`config.mk`:
```
export PLATFORM = sky130hd
export DESIGN_NAME = aptp_touch_probe
export DESIGN_NICKNAME = d
export VERILOG_FILES = /design/src/rtl/aptp_pkg.sv /design/src/rtl/aptp_sync.sv /design/src/rtl/aptp_touch_probe.sv
export SDC_FILE = /design/constraint.sdc
export NUM_CORES = 1
export LEC_CHECK = 0
export BUFFER_PORTS_ARGS = -buffer_cell sky130_fd_sc_hd__buf_4
export CORE_MARGIN = 10
export CORE_UTILIZATION = 33
export CTS_BUF_LIST = sky130_fd_sc_hd__clkbuf_16
export CTS_CLUSTER_DIAMETER = 200
export DETAILED_ROUTE_END_ITERATION = 6
export GPL_ROUTABILITY_DRIVEN = 0
export PLACE_DENSITY_LB_ADDON = 0.08
export SETUP_SLACK_MARGIN = 0.02
export SLEW_MARGIN = 30
export SYNTH_ARGS = -nofsm -noshare
export SYNTH_HDL_FRONTEND = slang
export SYNTH_SLANG_ARGS = --single-unit
```
`constraint.sdc`:
```
create_clock -name core_clk -period 14 [get_ports core_clk]
set_input_delay 0.7 -clock core_clk [delete_from_list [all_inputs] [get_ports core_clk]]
set_output_delay 0.7 -clock core_clk [all_outputs]
set_load 0.05 [all_outputs]
```
`src/rtl/aptp_pkg.sv`:
```
// Package of constants for the axis position touch probe block
// Behaviour
// - Done rises once the trigger fired and the position is latched.
// - Done and aborted clear when start falls; else pulse one cycle if start low.
// - Busy rises when start is asserted and the capture begins.
// - Busy drops when done, error or aborted sets.
// - Invalid conditions set error and load fault code; both clear when start falls.
// - Aborted sets when the abort instruction interrupts an active capture.
// - Channel select: 0 p1 rise, 1 p1 fall, 2 p2 rise, 3 p2 fall, default -1.
// - Drive mode needs a valid channel; -1 gives an error.
// - Latch in drive true selects drive latching, false controller; default true.
// - In drive mode the probe function object is written to open the channel.
// - In drive mode only the first trigger after start is captured.
// - In drive mode the position comes from the drive latch, gear converted.
// - In controller mode the trigger comes from the software trigger input.
// - In controller mode a software trigger latches the command position.
// - With the window on, triggers outside the bounds are rejected.
// - With the window on, triggers inside are accepted and done follows.
// - Arming may be delayed after window enable; early triggers may be lost.
// - Drive with window on but without window support gives error with fault code 401.
// - Trigger valid is an output only of the device.
// - Window enable activates window masking; default disabled.
// - Window low and high bounds set the mask ends; default zero.
package aptp_pkg;
   localparam int POS_W = 32;
   localparam int FAULT_W = 16;
   localparam int CHAN_W = 3;
   localparam logic [CHAN_W-1:0] CHAN_NONE = 3'h7;
   localparam logic [CHAN_W-1:0] CHAN_MAX = 3'h3;
   localparam logic [FAULT_W-1:0] FAULT_NONE = 16'h0000;
   localparam logic [FAULT_W-1:0] FAULT_BAD_CHANNEL = 16'h0001;
   localparam logic [FAULT_W-1:0] FAULT_WINDOW_UNSUPPORTED = 16'h0191;
   localparam logic [15:0] PROBE_ENABLE_BIT = 16'h0001;
   localparam logic [15:0] PROBE_OFF = 16'h0000;
   localparam int WB_AW = 4;
   localparam logic [WB_AW-1:0] REG_CTRL = 4'h0;
   localparam logic [WB_AW-1:0] REG_CHAN = 4'h4;
   localparam logic [WB_AW-1:0] REG_STATUS = 4'h8;
   localparam logic [WB_AW-1:0] REG_POS = 4'hC;
   localparam logic [WB_AW-1:0] REG_WIN_LOW = 4'h1;
   localparam logic [WB_AW-1:0] REG_WIN_HIGH = 4'h2;
   localparam logic [5:0] CTRL_RESET = 6'h02;
   localparam logic [15:0] PROBE_CHAN_BASE = 16'h0010;
   localparam int CTRL_START = 0;
   localparam int CTRL_DRIVE = 1;
   localparam int CTRL_WIN = 2;
   localparam int CTRL_SOFT = 3;
   localparam int CTRL_ABORT = 4;
   localparam int ARM_DELAY = 4;
   localparam int GEAR_SHIFT = 0;
endpackage

```
`src/rtl/aptp_sync.sv`:
```
// Three-stage input synchroniser with agreement filter
`timescale 1ns/1ps
module aptp_sync
   import aptp_pkg::*;
(
   // Clock and reset
   input wire logic core_clk,
   input wire logic rst,
   // Data
   input wire logic din,
   output logic dout
);
   logic s1, s2, s3;
   always_ff @(posedge core_clk or posedge rst)
   begin
      if (rst)
      begin
         s1 <= 1'b0;
         s2 <= 1'b0;
         s3 <= 1'b0;
         dout <= 1'b0;
      end
      else
      begin
         s1 <= din;
         s2 <= s1;
         s3 <= s2;
         if (s2 == s3)
         begin
            dout <= s3;
         end
      end
   end
endmodule

```
`src/rtl/aptp_touch_probe.sv`:
```
// Position latch block with Wishbone register access
//
// Local design decisions: the Wishbone register port and the address map.
`timescale 1ns/1ps
module aptp_touch_probe
   import aptp_pkg::*;
#(
   parameter logic WINDOW_SUPPORTED = 1'b1
)
(
   // Clock and reset
   input wire logic core_clk,
   input wire logic rst,
   // Wishbone slave
   input wire logic wb_cyc_i,
   input wire logic wb_stb_i,
   input wire logic wb_we_i,
   input wire logic [WB_AW-1:0] wb_adr_i,
   input wire logic [3:0] wb_sel_i,
   input wire logic [31:0] wb_dat_i,
   output logic [31:0] wb_dat_o,
   output logic wb_ack_o,
   // Axis
   input wire logic [POS_W-1:0] cmdPosition,
   input wire logic [POS_W-1:0] actPosition,
   // Drive latch
   input wire logic probeLatched,
   input wire logic [POS_W-1:0] probePosition,
   output logic [15:0] probeFunction,
   // Status
   output logic triggerValid,
   output logic doneFlag,
   output logic busyFlag,
   output logic errorFlag,
   output logic abortedFlag
);
   typedef enum logic [2:0] {S_IDLE, S_ARM, S_WAIT, S_END} aptp_state_e;
   aptp_state_e state_r;
   logic [5:0] ctrl_r;
   logic [CHAN_W-1:0] chan_r;
   logic [FAULT_W-1:0] faultCode_r;
   logic [POS_W-1:0] latchedPos_r;
   logic [POS_W-1:0] winLow_r, winHigh_r;
   logic startPrev_r, softPrev_r, probeSync;
   logic [3:0] armCnt_r;
   logic startRise, startFall, softRise, trig, inWin, access;
   logic [POS_W-1:0] curPos, trigPos;

   aptp_sync u_sync (
      .core_clk(core_clk),
      .rst(rst),
      .din(probeLatched),
      .dout(probeSync)
   );

   //--------------------------------------------------------------
   // Bus slave
   //--------------------------------------------------------------
   assign access = wb_cyc_i && wb_stb_i && !wb_ack_o;
   always_ff @(posedge core_clk or posedge rst)
   begin
      if (rst)
      begin
         wb_ack_o <= 1'b0;
         wb_dat_o <= 32'h0000_0000;
         ctrl_r <= CTRL_RESET;
         chan_r <= CHAN_NONE;
         winLow_r <= '0;
         winHigh_r <= '0;
      end
      else
      begin
         wb_ack_o <= access;
         ctrl_r[CTRL_ABORT] <= 1'b0;
         // Writes land on the acknowledged edge
         if (wb_cyc_i && wb_stb_i && wb_ack_o && wb_we_i && wb_sel_i[0])
         begin
            case (wb_adr_i)
               REG_CTRL: ctrl_r <= wb_dat_i[5:0];
               REG_CHAN: chan_r <= wb_dat_i[CHAN_W-1:0];
               REG_WIN_LOW: winLow_r <= wb_dat_i;
               REG_WIN_HIGH: winHigh_r <= wb_dat_i;
               default: ;
            endcase
         end
         if (access)
         begin
            case (wb_adr_i)
               REG_CTRL: wb_dat_o <= {26'h0, ctrl_r};
               REG_CHAN: wb_dat_o <= {29'h0, chan_r};
               REG_STATUS: wb_dat_o <= {faultCode_r, 11'h0, triggerValid, abortedFlag,
                                        errorFlag, busyFlag, doneFlag};
               REG_POS: wb_dat_o <= latchedPos_r;
               default: wb_dat_o <= 32'h0000_0000;
            endcase
         end
      end
   end

   //--------------------------------------------------------------
   // Trigger selection
   //--------------------------------------------------------------
   assign startRise = ctrl_r[CTRL_START] && !startPrev_r;
   assign startFall = !ctrl_r[CTRL_START] && startPrev_r;
   assign softRise = ctrl_r[CTRL_SOFT] && !softPrev_r;
   assign curPos = ctrl_r[CTRL_DRIVE] ? actPosition : cmdPosition;
   assign trigPos = ctrl_r[CTRL_DRIVE] ? (probePosition >>> GEAR_SHIFT)
                                       : cmdPosition;
   assign trig = ctrl_r[CTRL_DRIVE] ? probeSync : softRise;
   assign inWin = !ctrl_r[CTRL_WIN] ||
                  ($signed(curPos) >= $signed(winLow_r) &&
                   $signed(curPos) <= $signed(winHigh_r));

   always_ff @(posedge core_clk or posedge rst)
   begin
      if (rst)
      begin
         startPrev_r <= 1'b0;
         softPrev_r <= 1'b0;
      end
      else
      begin
         startPrev_r <= ctrl_r[CTRL_START];
         softPrev_r <= ctrl_r[CTRL_SOFT];
      end
   end

   //--------------------------------------------------------------
   // Capture sequence
   //--------------------------------------------------------------
   always_ff @(posedge core_clk or posedge rst)
   begin
      if (rst)
      begin
         state_r <= S_IDLE;
         busyFlag <= 1'b0;
         doneFlag <= 1'b0;
         errorFlag <= 1'b0;
         abortedFlag <= 1'b0;
         faultCode_r <= FAULT_NONE;
         latchedPos_r <= '0;
         triggerValid <= 1'b0;
         probeFunction <= PROBE_OFF;
         armCnt_r <= 4'h0;
      end
      else
      begin
         // Flags held by start clear on its fall, else one-cycle pulse
         if (!ctrl_r[CTRL_START] && state_r == S_END)
         begin
            doneFlag <= 1'b0;
            abortedFlag <= 1'b0;
            errorFlag <= 1'b0;
            faultCode_r <= FAULT_NONE;
            state_r <= S_IDLE;
         end
         case (state_r)
            S_IDLE:
            begin
               if (startRise)
               begin
                  if (ctrl_r[CTRL_DRIVE] && chan_r > CHAN_MAX)
                  begin
                     errorFlag <= 1'b1;
                     faultCode_r <= FAULT_BAD_CHANNEL;
                     state_r <= S_END;
                  end
                  else if (ctrl_r[CTRL_DRIVE] && ctrl_r[CTRL_WIN] && !WINDOW_SUPPORTED)
                  begin
                     errorFlag <= 1'b1;
                     faultCode_r <= FAULT_WINDOW_UNSUPPORTED;
                     state_r <= S_END;
                  end
                  else
                  begin
                     busyFlag <= 1'b1;
                     armCnt_r <= 4'h0;
                     state_r <= S_ARM;
                     if (ctrl_r[CTRL_DRIVE])
                     begin
                        probeFunction <= PROBE_ENABLE_BIT | (PROBE_CHAN_BASE << chan_r);
                     end
                  end
               end
            end
            S_ARM:
            begin
               armCnt_r <= armCnt_r + 4'h1;
               if (ctrl_r[CTRL_ABORT])
               begin
                  abortedFlag <= 1'b1;
                  busyFlag <= 1'b0;
                  probeFunction <= PROBE_OFF;
                  state_r <= S_END;
               end
               else if (startFall)
               begin
                  busyFlag <= 1'b0;
                  probeFunction <= PROBE_OFF;
                  state_r <= S_END;
               end
               else if (!ctrl_r[CTRL_WIN] || armCnt_r == 4'(ARM_DELAY))
               begin
                  triggerValid <= 1'b1;
                  state_r <= S_WAIT;
               end
            end
            S_WAIT:
            begin
               if (ctrl_r[CTRL_ABORT])
               begin
                  abortedFlag <= 1'b1;
                  busyFlag <= 1'b0;
                  triggerValid <= 1'b0;
                  probeFunction <= PROBE_OFF;
                  state_r <= S_END;
               end
               else if (trig && inWin)
               begin
                  latchedPos_r <= trigPos;
                  doneFlag <= 1'b1;
                  busyFlag <= 1'b0;
                  triggerValid <= 1'b0;
                  probeFunction <= PROBE_OFF;
                  state_r <= S_END;
               end
            end
            S_END:
            begin
               busyFlag <= 1'b0;
               if (!ctrl_r[CTRL_START])
               begin
                  state_r <= S_IDLE;
               end
            end
            default: state_r <= S_IDLE;
         endcase
      end
   end
endmodule

```
======== Yosys cells after proc, flatten, opt, wreduce, memory -nomap -nowiden ========
Cells that the tools add are included.
storage, ports and cells
  flip-flop bits (word level) ............. 188
  output and inout bits ................... 54
cells by class
  add/subtract/negate cells ............... 1
  $lt $le $gt $ge ......................... 3
  equal/unequal tests ..................... 18
  shift-type cells ........................ 1
  multiplexer cells ....................... 53
  bitwise gates (word level) .............. 1
  reduce and logical (&&, ||, !) cells .... 35
operators with widths
  kind                                                                 count
  16-bit 2-to-1 mux                                                    11
  32-bit case mux with 4 select lines                                  1
  32-bit 2-to-1 mux                                                    2
  16-bit case mux with 3 select lines                                  1
  32-bit >= comparator                                                 1
  32-bit less-or-equal comparator                                      1
  3-bit 2-to-1 mux                                                     8
  1-bit 2-to-1 mux                                                     21
  5-bit by 3-bit left shift with 16-bit output (first input constant)  1
  1-bit logical AND                                                    12
  2-bit inequality test (second input constant)                        6
  3-bit case mux with 4 select lines                                   1
  5-bit 2-to-1 mux                                                     2
  5-bit AND reduction                                                  2
  4-bit by 3-bit == test with 1-bit output (second input constant)     2
  4-bit == test (second input constant)                                2
  4-bit 2-to-1 mux                                                     2
  4-bit case mux with 2 select lines                                   1
  2-bit AND reduction                                                  4
  3-bit by 2-bit == test with 1-bit output (second input constant)     2
  3-bit inequality test (second input constant)                        2
  3-bit AND reduction                                                  2
  6-bit AND reduction                                                  1
  1-bit zero test                                                      5
  other kinds (17)                                                     19

======== Logic depth before layout (Yosys ltp) ========
Gate-level depths: netlist (run 1).
  depth after elaboration ................. 8
  mapped depth ............................ 16
  mapped depth without buffers ............ 11

======== Hierarchy ========
From an unflattened synthesis (run 1), not the netlist that was laid out.
unflattened totals
  cell total of the unflattened synthesis .. 935
  area total of the unflattened synthesis .. 9579.2 um2
modules (own cells, without submodules)
  module            instances  cells each  area each (um2)  seq. area each (um2)
  aptp_touch_probe  1          929         9464.1           4434.3
  aptp_sync         1          6           115.1            100.1

======== Worst setup path after synthesis (run 1) ========
Ideal clock, no wire load.
  path kind ............................... reg2reg
  start ................................... register ctrl_r[1]
  end ..................................... register latchedPos_r[10]
  setup time .............................. 0.125 ns
  data arrival time ....................... 3.761 ns
  data required time ...................... 13.875 ns
  path slack .............................. 10.114 ns
  cell stages (with the launch flop) ...... 17
  path buffers ............................ 5
  clock period less this slack ............ 3.886 ns
  cells stage by stage .................... dfstp_2 -> clkbuf_1 -> clkbuf_1 -> buf_1 -> nand2_1 -> nand2_1 -> ha_1 -> a21oi_2 -> nand2_1 -> a221o_1 -> o31a_1 -> o21ai_1 -> o221ai_2 -> or3_1 -> buf_6 -> buf_12 -> mux2_4
between the ends
  cells in the longest elaborated chain, start to end .. 6
RTL lines
  element                                                                         RTL line                                          text
  from (decl)                                                                     aptp_touch_probe.sv:39                            logic [5:0] ctrl_r;
  from (signal assigned)                                                          aptp_touch_probe.sv:79                            REG_CTRL: ctrl_r <= wb_dat_i[5:0];
  32-bit 2-to-1 mux                                                               aptp_touch_probe.sv:106                           assign curPos = ctrl_r[CTRL_DRIVE] ? actPosition : cmdPosition;
  32-bit >= comparator / 32-bit less-or-equal comparator (equally long branches)  aptp_touch_probe.sv:111, aptp_touch_probe.sv:112
  1-bit logical AND                                                               aptp_touch_probe.sv:111                           ($signed(curPos) >= $signed(winLow_r) &&
  1-bit logical OR                                                                aptp_touch_probe.sv:110                           assign inWin = !ctrl_r[CTRL_WIN] ||
  1-bit logical AND                                                               aptp_touch_probe.sv:218                           else if (trig && inWin)
  3-bit AND reduction (no source line)                                            --
  to (signal assigned)                                                            aptp_touch_probe.sv:220                           latchedPos_r <= trigPos;
  to (decl)                                                                       aptp_touch_probe.sv:42                            logic [POS_W-1:0] latchedPos_r;
Several ways; a longest one is shown, not always the timed one.
A chain may end at the register's enable or synchronous reset.

======== Final worst setup path (run 1) ========
  start ................................... register ctrl_r[1]
  end ..................................... register latchedPos_r[29]
The elaborated chain is that of the path after synthesis.

==> run_results.csv, run 1 <==
group,metric,value,unit
run_status,outcome,"finished, final reports clean",
global_routing,antenna_found_initial,0,
yosys,synth_top_cell_by_area,"dfrtp_1",
layout,antenna_cells,0,
floorplanning,ios,196,
cts,cts_tree,"yes",
job,maxCapViolCount,0,
worst_setup_path,start_kind,"flip-flop",
yosys,synth.distinct_cells,62,
timing,finalSetupViolCount,0,
cts,clk_transition_reported_paths,0.08,ns
yosys,synth_edf_count,0,
cts,cts_setup_buffers,0,
layout,fin_nets,1300,
floorplanning,core_area,28800,µm²
cts,cts_made_buffers,17,
power,power,1.15,mW
power,p_per_area,96.4,nW/µm²
yosys,synthArstFlopShare,100,%
drt,finalWirelength,29200,µm
placed_design,portBuffers,185,
yosys,yosysWarnings,0,
floorplanning,die_area,36400,µm²
layout,drive_gt1_share,33.2,%
timing,max_freq,198,MHz
cts,cts-htree-levels,4,
yosys,yosys-top-cells-area,"dfrtp_1, mux2_2, ha_1, nand2_1, mux2_4",
global_routing,grt_max_degree,112,
floorplanning,dieHeight,191,µm
cts,clockBufferDepth,2,
cts,clock_sinks,181,
drt,drcViolationCount,0,
yosys,syn_inst,917,
power,power_leakage,5.93,nW
layout,final_common_cell,"buf_4",
cts,cts_resized,0,
drt,ant_nets,0,
worst_setup_path,crit_type,"reg -> reg",
timing,rsz0062_at_grt,"no",
worst_setup_path,end_kind,"flip-flop",
yosys,synth_seq_area_share,47.0,%
timing,final_hold_viol_count,0,
worst_setup_path,crit_fanout,87,
drt,vias,7070,
layout,syn2layout_area_growth,24.0,%
cts,cts-hold-fix-buffers,0,
power,ir_drop,0.0624,mV
global_routing,grt_use_total,16.0,%
drt,viasPerCell,4.75,
drt,firstDrtPassIters,6,
layout,num-fill-cells,2898,
placed_design,hpwl,22500,µm
drt,first_iter_violations,369,
cts,cts_root_buf,"clkbuf_16",
floorplanning,placement_rows,62,
yosys,synth.cell_area,9640,µm²
timing,finalCritPeriodShare,36.0,%
floorplanning,die_x,191,µm
timing,clock-skew-final,0.0247,ns
timing,worst_pin_slew,0.821,ns
drt,wl_per_cell,19.7,µm
timing,min_period,5.04,ns
timing,fin_setup_tns,0,ns
cts,insertion_delay,0.44,ns
global_routing,overflow,0,
yosys,ys_ff_latch,181,
timing,slew_headroom,45.2,%
layout,utilization,41.5,%
layout,mostFrequentLayoutCells,"buf_4, nand2_1, dfrtp_1",
yosys,synth_top_area_share,46.0,%
floorplanning,start_util,33.5,%
timing,drv_slew,0,
worst_setup_path,crit_required,14.31,ns
global_routing,grt_pass1_wl,44400,µm
yosys,synthFlopType,"dfrtp_1",
worst_setup_path,cp_data_arrival_time,5.35,ns
hold_path,min_path_type,"reg -> reg",
global_routing,grt_pass1_vias,7283,
yosys,syn_avg_cell_area,10.5,µm²
==> synthesized netlist by cell type, drive strengths merged, types with 3 or more instances <==
master	number
nor4	5
nand2	181
a211oi	3
nor2b	4
or2b	18
inv	75
nand3	10
and2	17
a22oi	16
o21a	3
clkbuf	26
dfrtp	177
buf	17
a21oi	32
a21o	5
nor2	21
and3	4
mux2i	4
dfstp	4
ha	66
mux2	105
a22o	13
o21ai	38
a31oi	5
or2	4
nand3b	3
mux4	3
nand2b	16
nand4	11
==> layout make-up <==
cell class | instances | area [µm²] | area share [%]
clock inverter | 14 | 160 | 1.34
sequential | 181 | 4530 | 37.9
inverter | 75 | 289 | 2.42
multi-input combinational | 625 | 4620 | 38.6
clock buffer | 17 | 425 | 3.56
timing repair buffer | 192 | 1450 | 12.1
tap | 384 | 480 | 4.02
==> per-layer routing <==
| metal | track usage (%) | wire length (µm) | up-vias |
|---|---|---|---|
| li1 | - | - | 3477 |
| met1 | 22.5 | 14000 | 3413 |
| met2 | 25.3 | 13700 | 163 |
| met3 | 2.79 | 1230 | 17 |
| met4 | 3.57 | 299 | 0 |
| met5 | 0 | 0 | - |
==> critical path: stages (launching register included) <==
cell      delay [ns]
dfstp_2         0.72
buf_4           0.68
or2b_2          0.26
nand2_1         0.11
ha_1            0.35
nand4_1         0.17
nor4_1          0.52
a21boi_0        0.24
o31a_1          0.16
o21ai_1         0.08
o221ai_2        0.32
or3_2           0.31
buf_4           0.52
mux2_2          0.40
==> sequential cells by signal (all words and copies together) (netlist names), 3 cells and up <==
register / flops
state_r: 3
winLow_r: 32
wb_dat_o: 32
winHigh_r: 32
ctrl_r: 6
faultCode_r: 16
armCnt_r: 4
chan_r: 3
latchedPos_r: 32
probeFunction: 9
==> per-stage QoR <==
stage	setup slack [ns]	instance area (µm²)	hold WS (ns)	cells
3_3_place_gp	8.92	11400	0.340	1456
6_report	8.96	12000	0.365	1488
5_1_grt	8.63	12000	0.361	1488
3_5_place_dp	8.89	11400	0.346	1456
4_1_cts	8.88	11900	0.362	1487
2_1_floorplan	8.39	9660	0.331	924
==> where the power goes <==
group | switching (mW) | total (mW) | internal, mW | leakage (nW)
Clock | 0.239 | 0.478 | 0.239 | 0.279
Sequential | 0.00690 | 0.539 | 0.532 | 2.47
Combinational | 0.0783 | 0.135 | 0.0564 | 3.17
==> logic make-up after synthesis <==
family	after synthesis	share of synthesized area [%]
AO/OA/AOI/OAI	130	8.72
buffers and inverters	118	5.49
AND/OR/NAND/NOR	306	15.3
multiplexers	112	14.5
adder cells (fa/ha/maj)	67	8.67
other	1	0.0389
XOR/XNOR	2	0.182
flip-flops	181	47.0
==> path summary, 6_finish.rpt <==
kind,from,end,cells after the start,slack (ns)
worst max-delay path,ctrl_r[1],latchedPos_r[29],13,8.96
worst min-delay path,u_sync.s1,u_sync.s2,0,0.36
worst max register to register,ctrl_r[1],latchedPos_r[29],13,8.96
worst min register to register,u_sync.s1,u_sync.s2,0,0.36
max in group asynchronous,rst,winHigh_r[16],3,12.38
min in group asynchronous,rst,wb_dat_o[7],2,0.41
No activity file was read; power rests on OpenSTA's default activity.
==> run 2: changes to the inputs <==
==> constraint.sdc (replaced) <==
create_clock -name core_clk -period 4.7 [get_ports core_clk]
set_input_delay 0.235 -clock core_clk [delete_from_list [all_inputs] [get_ports core_clk]]
set_output_delay 0.235 -clock core_clk [all_outputs]
set_load 0.05 [all_outputs]
==> run 2 against run 1 <==
Against the previous run: clock power grew to 3.1 times the previous value; cell count grew 0.54%; clock-buffer cell count unchanged; critical endpoint is now latchedPos_r[30]; highest routed layer is now met5.
==> run_results.csv, run 2 (same netlist as run 1, synthesis figures left out) <==
group,metric,value,unit
timing,final_hold_viol_count,0,
timing,slew_headroom,42.4,%
floorplanning,core_area,28800,µm²
timing,whs,0.0336,ns
cts,cts_tree,"yes",
timing,fin_ws,0.609,ns
cts,cts-htree-levels,4,
cts,clockBufferDepth,2,
placed_design,dpl_cell_area,11400,µm²
global_routing,antenna_found_initial,2,
cts,cts_setup_buffers,0,
layout,seq_area,4530,µm²
worst_setup_path,cp_data_arrival_time,4.41,ns
layout,final_cell_count_no_fill,1496,
placed_design,pre_cts_slack,0.565,ns
cts,insertion_delay,0.44,ns
global_routing,grt_pass1_vias,7361,
placed_design,hpwl,22600,µm
global_routing,grt_use_total,16.1,%
drt,viasPerCell,4.72,
drt,vias,7054,
power,ir_drop,0.229,mV
drt,ant_nets,0,
drt,wl_per_cell,19.4,µm
power,power_leakage,5.97,nW
worst_setup_path,crit_start,"ctrl_r[1]",
worst_setup_path,crit_type,"reg -> reg",
placed_design,portBuffers,185,
worst_setup_path,end_kind,"flip-flop",
power,pwr-share-seq,46.4,%
worst_setup_path,worst_r2r_path_depth,13,
placed_design,dp_cells,1462,
timing,worst_pin_slew,0.865,ns
layout,drive_gt1_share,33.5,%
worst_setup_path,crit_fanout,48,
floorplanning,die_x,191,µm
timing,drv_slew,0,
worst_setup_path,start_kind,"flip-flop",
power,pwr-share-clk,42.0,%
drt,firstDrtPassIters,6,
layout,fin_nets,1307,
hold_path,min_delay_path_depth,2,
timing,finalSetupViolCount,0,
power,p_per_area,288,nW/µm²
power,switchingPower,0.991,mW
timing,clock-skew-final,0.0188,ns
drt,finalWirelength,29100,µm
drt,first_iter_violations,356,
global_routing,grt_max_degree,155,
hold_path,min_path_type,"in -> reg",
cts,clock_sinks,181,
job,maxCapViolCount,0,
power,swShare,28.6,%
floorplanning,placement_rows,62,
floorplanning,ios,196,
layout,design_area,12000,µm²
drt,drcViolationCount,0,
layout,mostFrequentLayoutCells,"buf_4, nand2_1, dfrtp_1",
floorplanning,start_util,33.5,%
layout,utilization,41.8,%
power,internal-power,2.47,mW
timing,min_period,4.09,ns
timing,rsz0062_at_grt,"no",
worst_setup_path,reg2reg_from,"ctrl_r[1]",
hold_path,min_from,"wb_dat_i[24]",
run_status,outcome,"finished, final reports clean",
layout,num-fill-cells,2866,
timing,finalCritPeriodShare,87.0,%
power,power,3.46,mW
layout,syn2layout_area_growth,25.0,%
worst_setup_path,crit_required,5.02,ns
cts,clk_transition_reported_paths,0.08,ns
timing,max_freq,244,MHz
floorplanning,dieHeight,191,µm
global_routing,grt_pass1_wl,44700,µm
cts,cts_root_buf,"clkbuf_16",
timing,fin_setup_tns,0,ns
cts,cts_made_buffers,17,
floorplanning,die_area,36400,µm²
layout,multi_input_area,4620,µm²
layout,final_common_cell,"buf_4",
power,comb_power_share,11.6,%
global_routing,overflow,0,
run 2: cell count changes in the layout (fill, tap and decap cells not counted):
cell           delta
inv_8             -1
buf_6             -1
buf_4             +3
buf_12            +3
diode_2           +1
inv_6             +1
dlygate4sd3_1     +2
run 2: repair_timing:
action | CTS | global route
endpoints found under the setup margin | 0 | 0
hold endpoints to repair | 28 | 0
gates resized for setup | 0 | 0
hold buffers | 2 | 0
run 2: power groups by stage:
stage / Combinational (mW) / Sequential [mW] / Clock [mW]
final: 0.402 / 1.61 / 1.46
after global routing: 0.453 / 1.61 / 1.56
after CTS: 0.411 / 1.61 / 1.50
after detailed placement: 0.408 / 1.64 / 0
after global placement: 0.404 / 1.64 / 0
after floorplan: 0.192 / 1.66 / 0
run 2: final cells by class:
class,instances,share of cell area (%)
sequential,181,37.7
antenna,1,0.0208
timing repair buffer,199,12.8
inverter,75,2.37
clock buffer,17,3.53
clock inverter,14,1.34
multi-input combinational,625,38.3
tap,384,3.99
run 2: critical path, stage by stage, from the launching register on:
cell and delay, ns:
dfstp_2 0.71, buf_12 0.25, or2b_2 0.15, nand2_1 0.11
ha_1 0.37, nand4_1 0.16, nor4_1 0.55, a21boi_0 0.28
o31a_1 0.16, o21ai_1 0.07, o221ai_2 0.32, or3_2 0.22
buf_12 0.23, mux2_2 0.36
run 2: final timing paths:
kind | end | slack (ns)
worst max-delay path | latchedPos_r[30] | 0.61
worst min-delay path | winLow_r[24] | 0.03
worst max register to register | latchedPos_r[30] | 0.61
worst min register to register | u_sync.s2 | 0.36
max in group asynchronous | winLow_r[1] | 2.99
min in group asynchronous | wb_dat_o[12] | 0.44
run 2: routing by layer:
metal,vias up,track usage [%],part of all wire [%]
met5,-,0,0.069
met4,2,3.54,1.2
met3,23,3.35,4.9
met2,134,25.0,46
met1,3417,22.5,48
li1,3478,-,-
==> run 3: changes to the inputs <==
--- a/config.mk
+++ b/config.mk
@@ -5,12 +5,12 @@
 export SDC_FILE = /design/constraint.sdc
 export NUM_CORES = 1
 export LEC_CHECK = 0
-export BUFFER_PORTS_ARGS = -buffer_cell sky130_fd_sc_hd__buf_4
-export CORE_MARGIN = 10
+export CORE_MARGIN = 2
 export CORE_UTILIZATION = 33
 export CTS_BUF_LIST = sky130_fd_sc_hd__clkbuf_16
 export CTS_CLUSTER_DIAMETER = 200
 export DETAILED_ROUTE_END_ITERATION = 6
+export DONT_BUFFER_PORTS = 1
 export GPL_ROUTABILITY_DRIVEN = 0
 export PLACE_DENSITY_LB_ADDON = 0.08
 export SETUP_SLACK_MARGIN = 0.02
==> run 3 against run 2 <==
Against the previous run: utilization down 3.9 points; sequential power hardly changed; largest power group unchanged; hold slack better by 0.014 ns; flip-flop and latch count did not move; fmax grew 0.34%; worst setup slack better by 0.014 ns; critical path type unchanged; global-route usage up 1.8 points; critical path depth did not move; critical endpoint is now latchedPos_r[10].
==> run_results.csv, run 3 (same netlist as run 1, synthesis figures left out) <==
group,metric,value,unit
run_status,outcome,"finished, final reports clean",
timing,rsz0062_at_grt,"no",
timing,fin_setup_tns,0,ns
layout,syn2layout_area_growth,13.1,%
layout,design_area,10900,µm²
layout,seq_area,4540,µm²
cts,clk_transition_reported_paths,0.07,ns
global_routing,grt_use_total,17.9,%
timing,drv_slew,0,
cts,cts_made_buffers,17,
floorplanning,die_area,30600,µm²
timing,finalCritPeriodShare,86.7,%
drt,first_iter_violations,314,
worst_setup_path,rrSetupSlack,0.62,ns
worst_setup_path,crit_type,"reg -> reg",
worst_setup_path,worst_r2r_path_depth,13,
layout,antenna_cells,0,
drt,wl_per_cell,19.7,µm
drt,viasPerCell,4.83,
floorplanning,start_util,33.6,%
drt,ant_nets,0,
layout,drive_gt1_share,19.2,%
placed_design,portBuffers,0,
worst_setup_path,start_kind,"flip-flop",
drt,firstDrtPassIters,4,
power,p_per_area,299,nW/µm²
floorplanning,die_x,175,µm
worst_setup_path,cp_data_arrival_time,4.39,ns
timing,finalSetupViolCount,0,
power,power_leakage,5.15,nW
floorplanning,placement_rows,62,
global_routing,antenna_found_initial,1,
timing,whs,0.0474,ns
power,ir_drop,0.186,mV
cts,cts_root_buf,"clkbuf_16",
hold_path,min_from,"wb_adr_i[2]",
timing,final_hold_viol_count,0,
job,maxCapViolCount,0,
drt,finalWirelength,26500,µm
timing,clock-skew-final,0.00970,ns
layout,fin_nets,1153,
worst_setup_path,end_kind,"flip-flop",
cts,clockBufferDepth,2,
floorplanning,core_area,28700,µm²
worst_setup_path,crit_required,5.02,ns
cts,cts_tree,"yes",
drt,vias,6478,
timing,max_freq,245,MHz
global_routing,overflow,0,
layout,num-fill-cells,2944,
timing,worst_pin_slew,0.804,ns
timing,slew_headroom,46.4,%
hold_path,min_to,"wb_dat_o[3]",
drt,drcViolationCount,0,
cts,clock_sinks,181,
layout,final_common_cell,"nand2_1",
placed_design,dpl_cell_area,10000,µm²
placed_design,hpwl,20200,µm
floorplanning,ios,196,
hold_path,min_path_type,"in -> reg",
global_routing,grt_max_degree,61,
worst_setup_path,r2r_end,"latchedPos_r[10]",
global_routing,grt_pass1_vias,6731,
timing,min_period,4.08,ns
cts,cts-htree-levels,4,
worst_setup_path,reg2reg_from,"ctrl_r[1]",
floorplanning,dieHeight,175,µm
global_routing,grt_pass1_wl,41200,µm
layout,mostFrequentLayoutCells,"nand2_1, dfrtp_1, mux2_2",
worst_setup_path,crit_fanout,52,
cts,cts_setup_buffers,0,
hold_path,min_delay_path_depth,2,
layout,multi_input_area,4620,µm²
cts,insertion_delay,0.44,ns
-- run 3: changes by cell type in the layout (fill, tap and decap cells not counted), moves of 2 or more --
cell | before | now
clkinv_2 | 0 | 2
dlygate4sd3_1 | 2 | 34
clkinv_8 | 4 | 0
inv_8 | 4 | 0
clkinv_1 | 0 | 2
buf_4 | 194 | 9
clkinvlp_4 | 2 | 4
-- run 3: through the flow --
step                      cells  power (mW)  setup slack, ns  utilization (%)
after floorplan             924        1.85            0.814                -
after detailed placement   1276        1.93            0.547             34.9
after CTS                  1342        3.30            0.549             38.0
final                      1342        3.26            0.623             38.0
after global placement     1275        1.93            0.592             34.9
after global routing       1342        3.42            0.362             38.0
-- run 3: critical path, stage by stage, from the launching register on --
cell and delay, ns:
dfstp_4 0.77, buf_12 0.25, or2b_2 0.18, nand2_1 0.11, ha_1 0.34, a21oi_2 0.15, nand2_1 0.08, a221o_1 0.39
o31a_1 0.30, o21ai_1 0.16, o221ai_2 0.17, or3_2 0.50, buf_12 0.22, mux2_4 0.31
-- run 3: layout make-up --
cell class                 instances  share of cell area [%]
clock buffer                      17                    3.90
inverter                          75                    2.62
multi-input combinational        625                    42.4
timing repair buffer              45                    4.11
sequential                       181                    41.6
clock inverter                    15                   0.964
tap                              384                    4.41
-- run 3: what timing repair did --
item,CTS,global route
hold buffers,34,0
hold endpoints to repair,97,0
resized for setup,0,0
setup endpoints to repair,0,0
-- run 3: worst max path at each step --
stage          startpoint               end  slack, ns  depth (start not counted)
3_5_place_dp    ctrl_r[1]  latchedPos_r[29]       0.55                         13
4_1_cts         ctrl_r[1]  latchedPos_r[29]       0.55                         13
6_report        ctrl_r[1]  latchedPos_r[10]       0.62                         13
5_1_grt         ctrl_r[1]  latchedPos_r[13]       0.36                         12
2_1_floorplan   ctrl_r[1]  latchedPos_r[10]       0.81                         16
3_3_place_gp    ctrl_r[1]  latchedPos_r[28]       0.59                         13
-- run 3: power breakdown --
group          leakage, nW  switching [mW]  internal, mW
sequential            2.47          0.0562          1.58
combinational         2.42           0.176         0.105
clock                0.257           0.656         0.679
-- run 3: layer usage --
| metal | vias up | track usage [%] | wire length [µm] |
|---|---|---|---|
| li1 | 3164 | - | - |
| met1 | 3137 | 24.9 | 12500 |
| met2 | 158 | 27.4 | 11800 |
| met3 | 19 | 5.07 | 1820 |
| met4 | 0 | 4.62 | 373 |
| met5 | - | 0 | 0 |
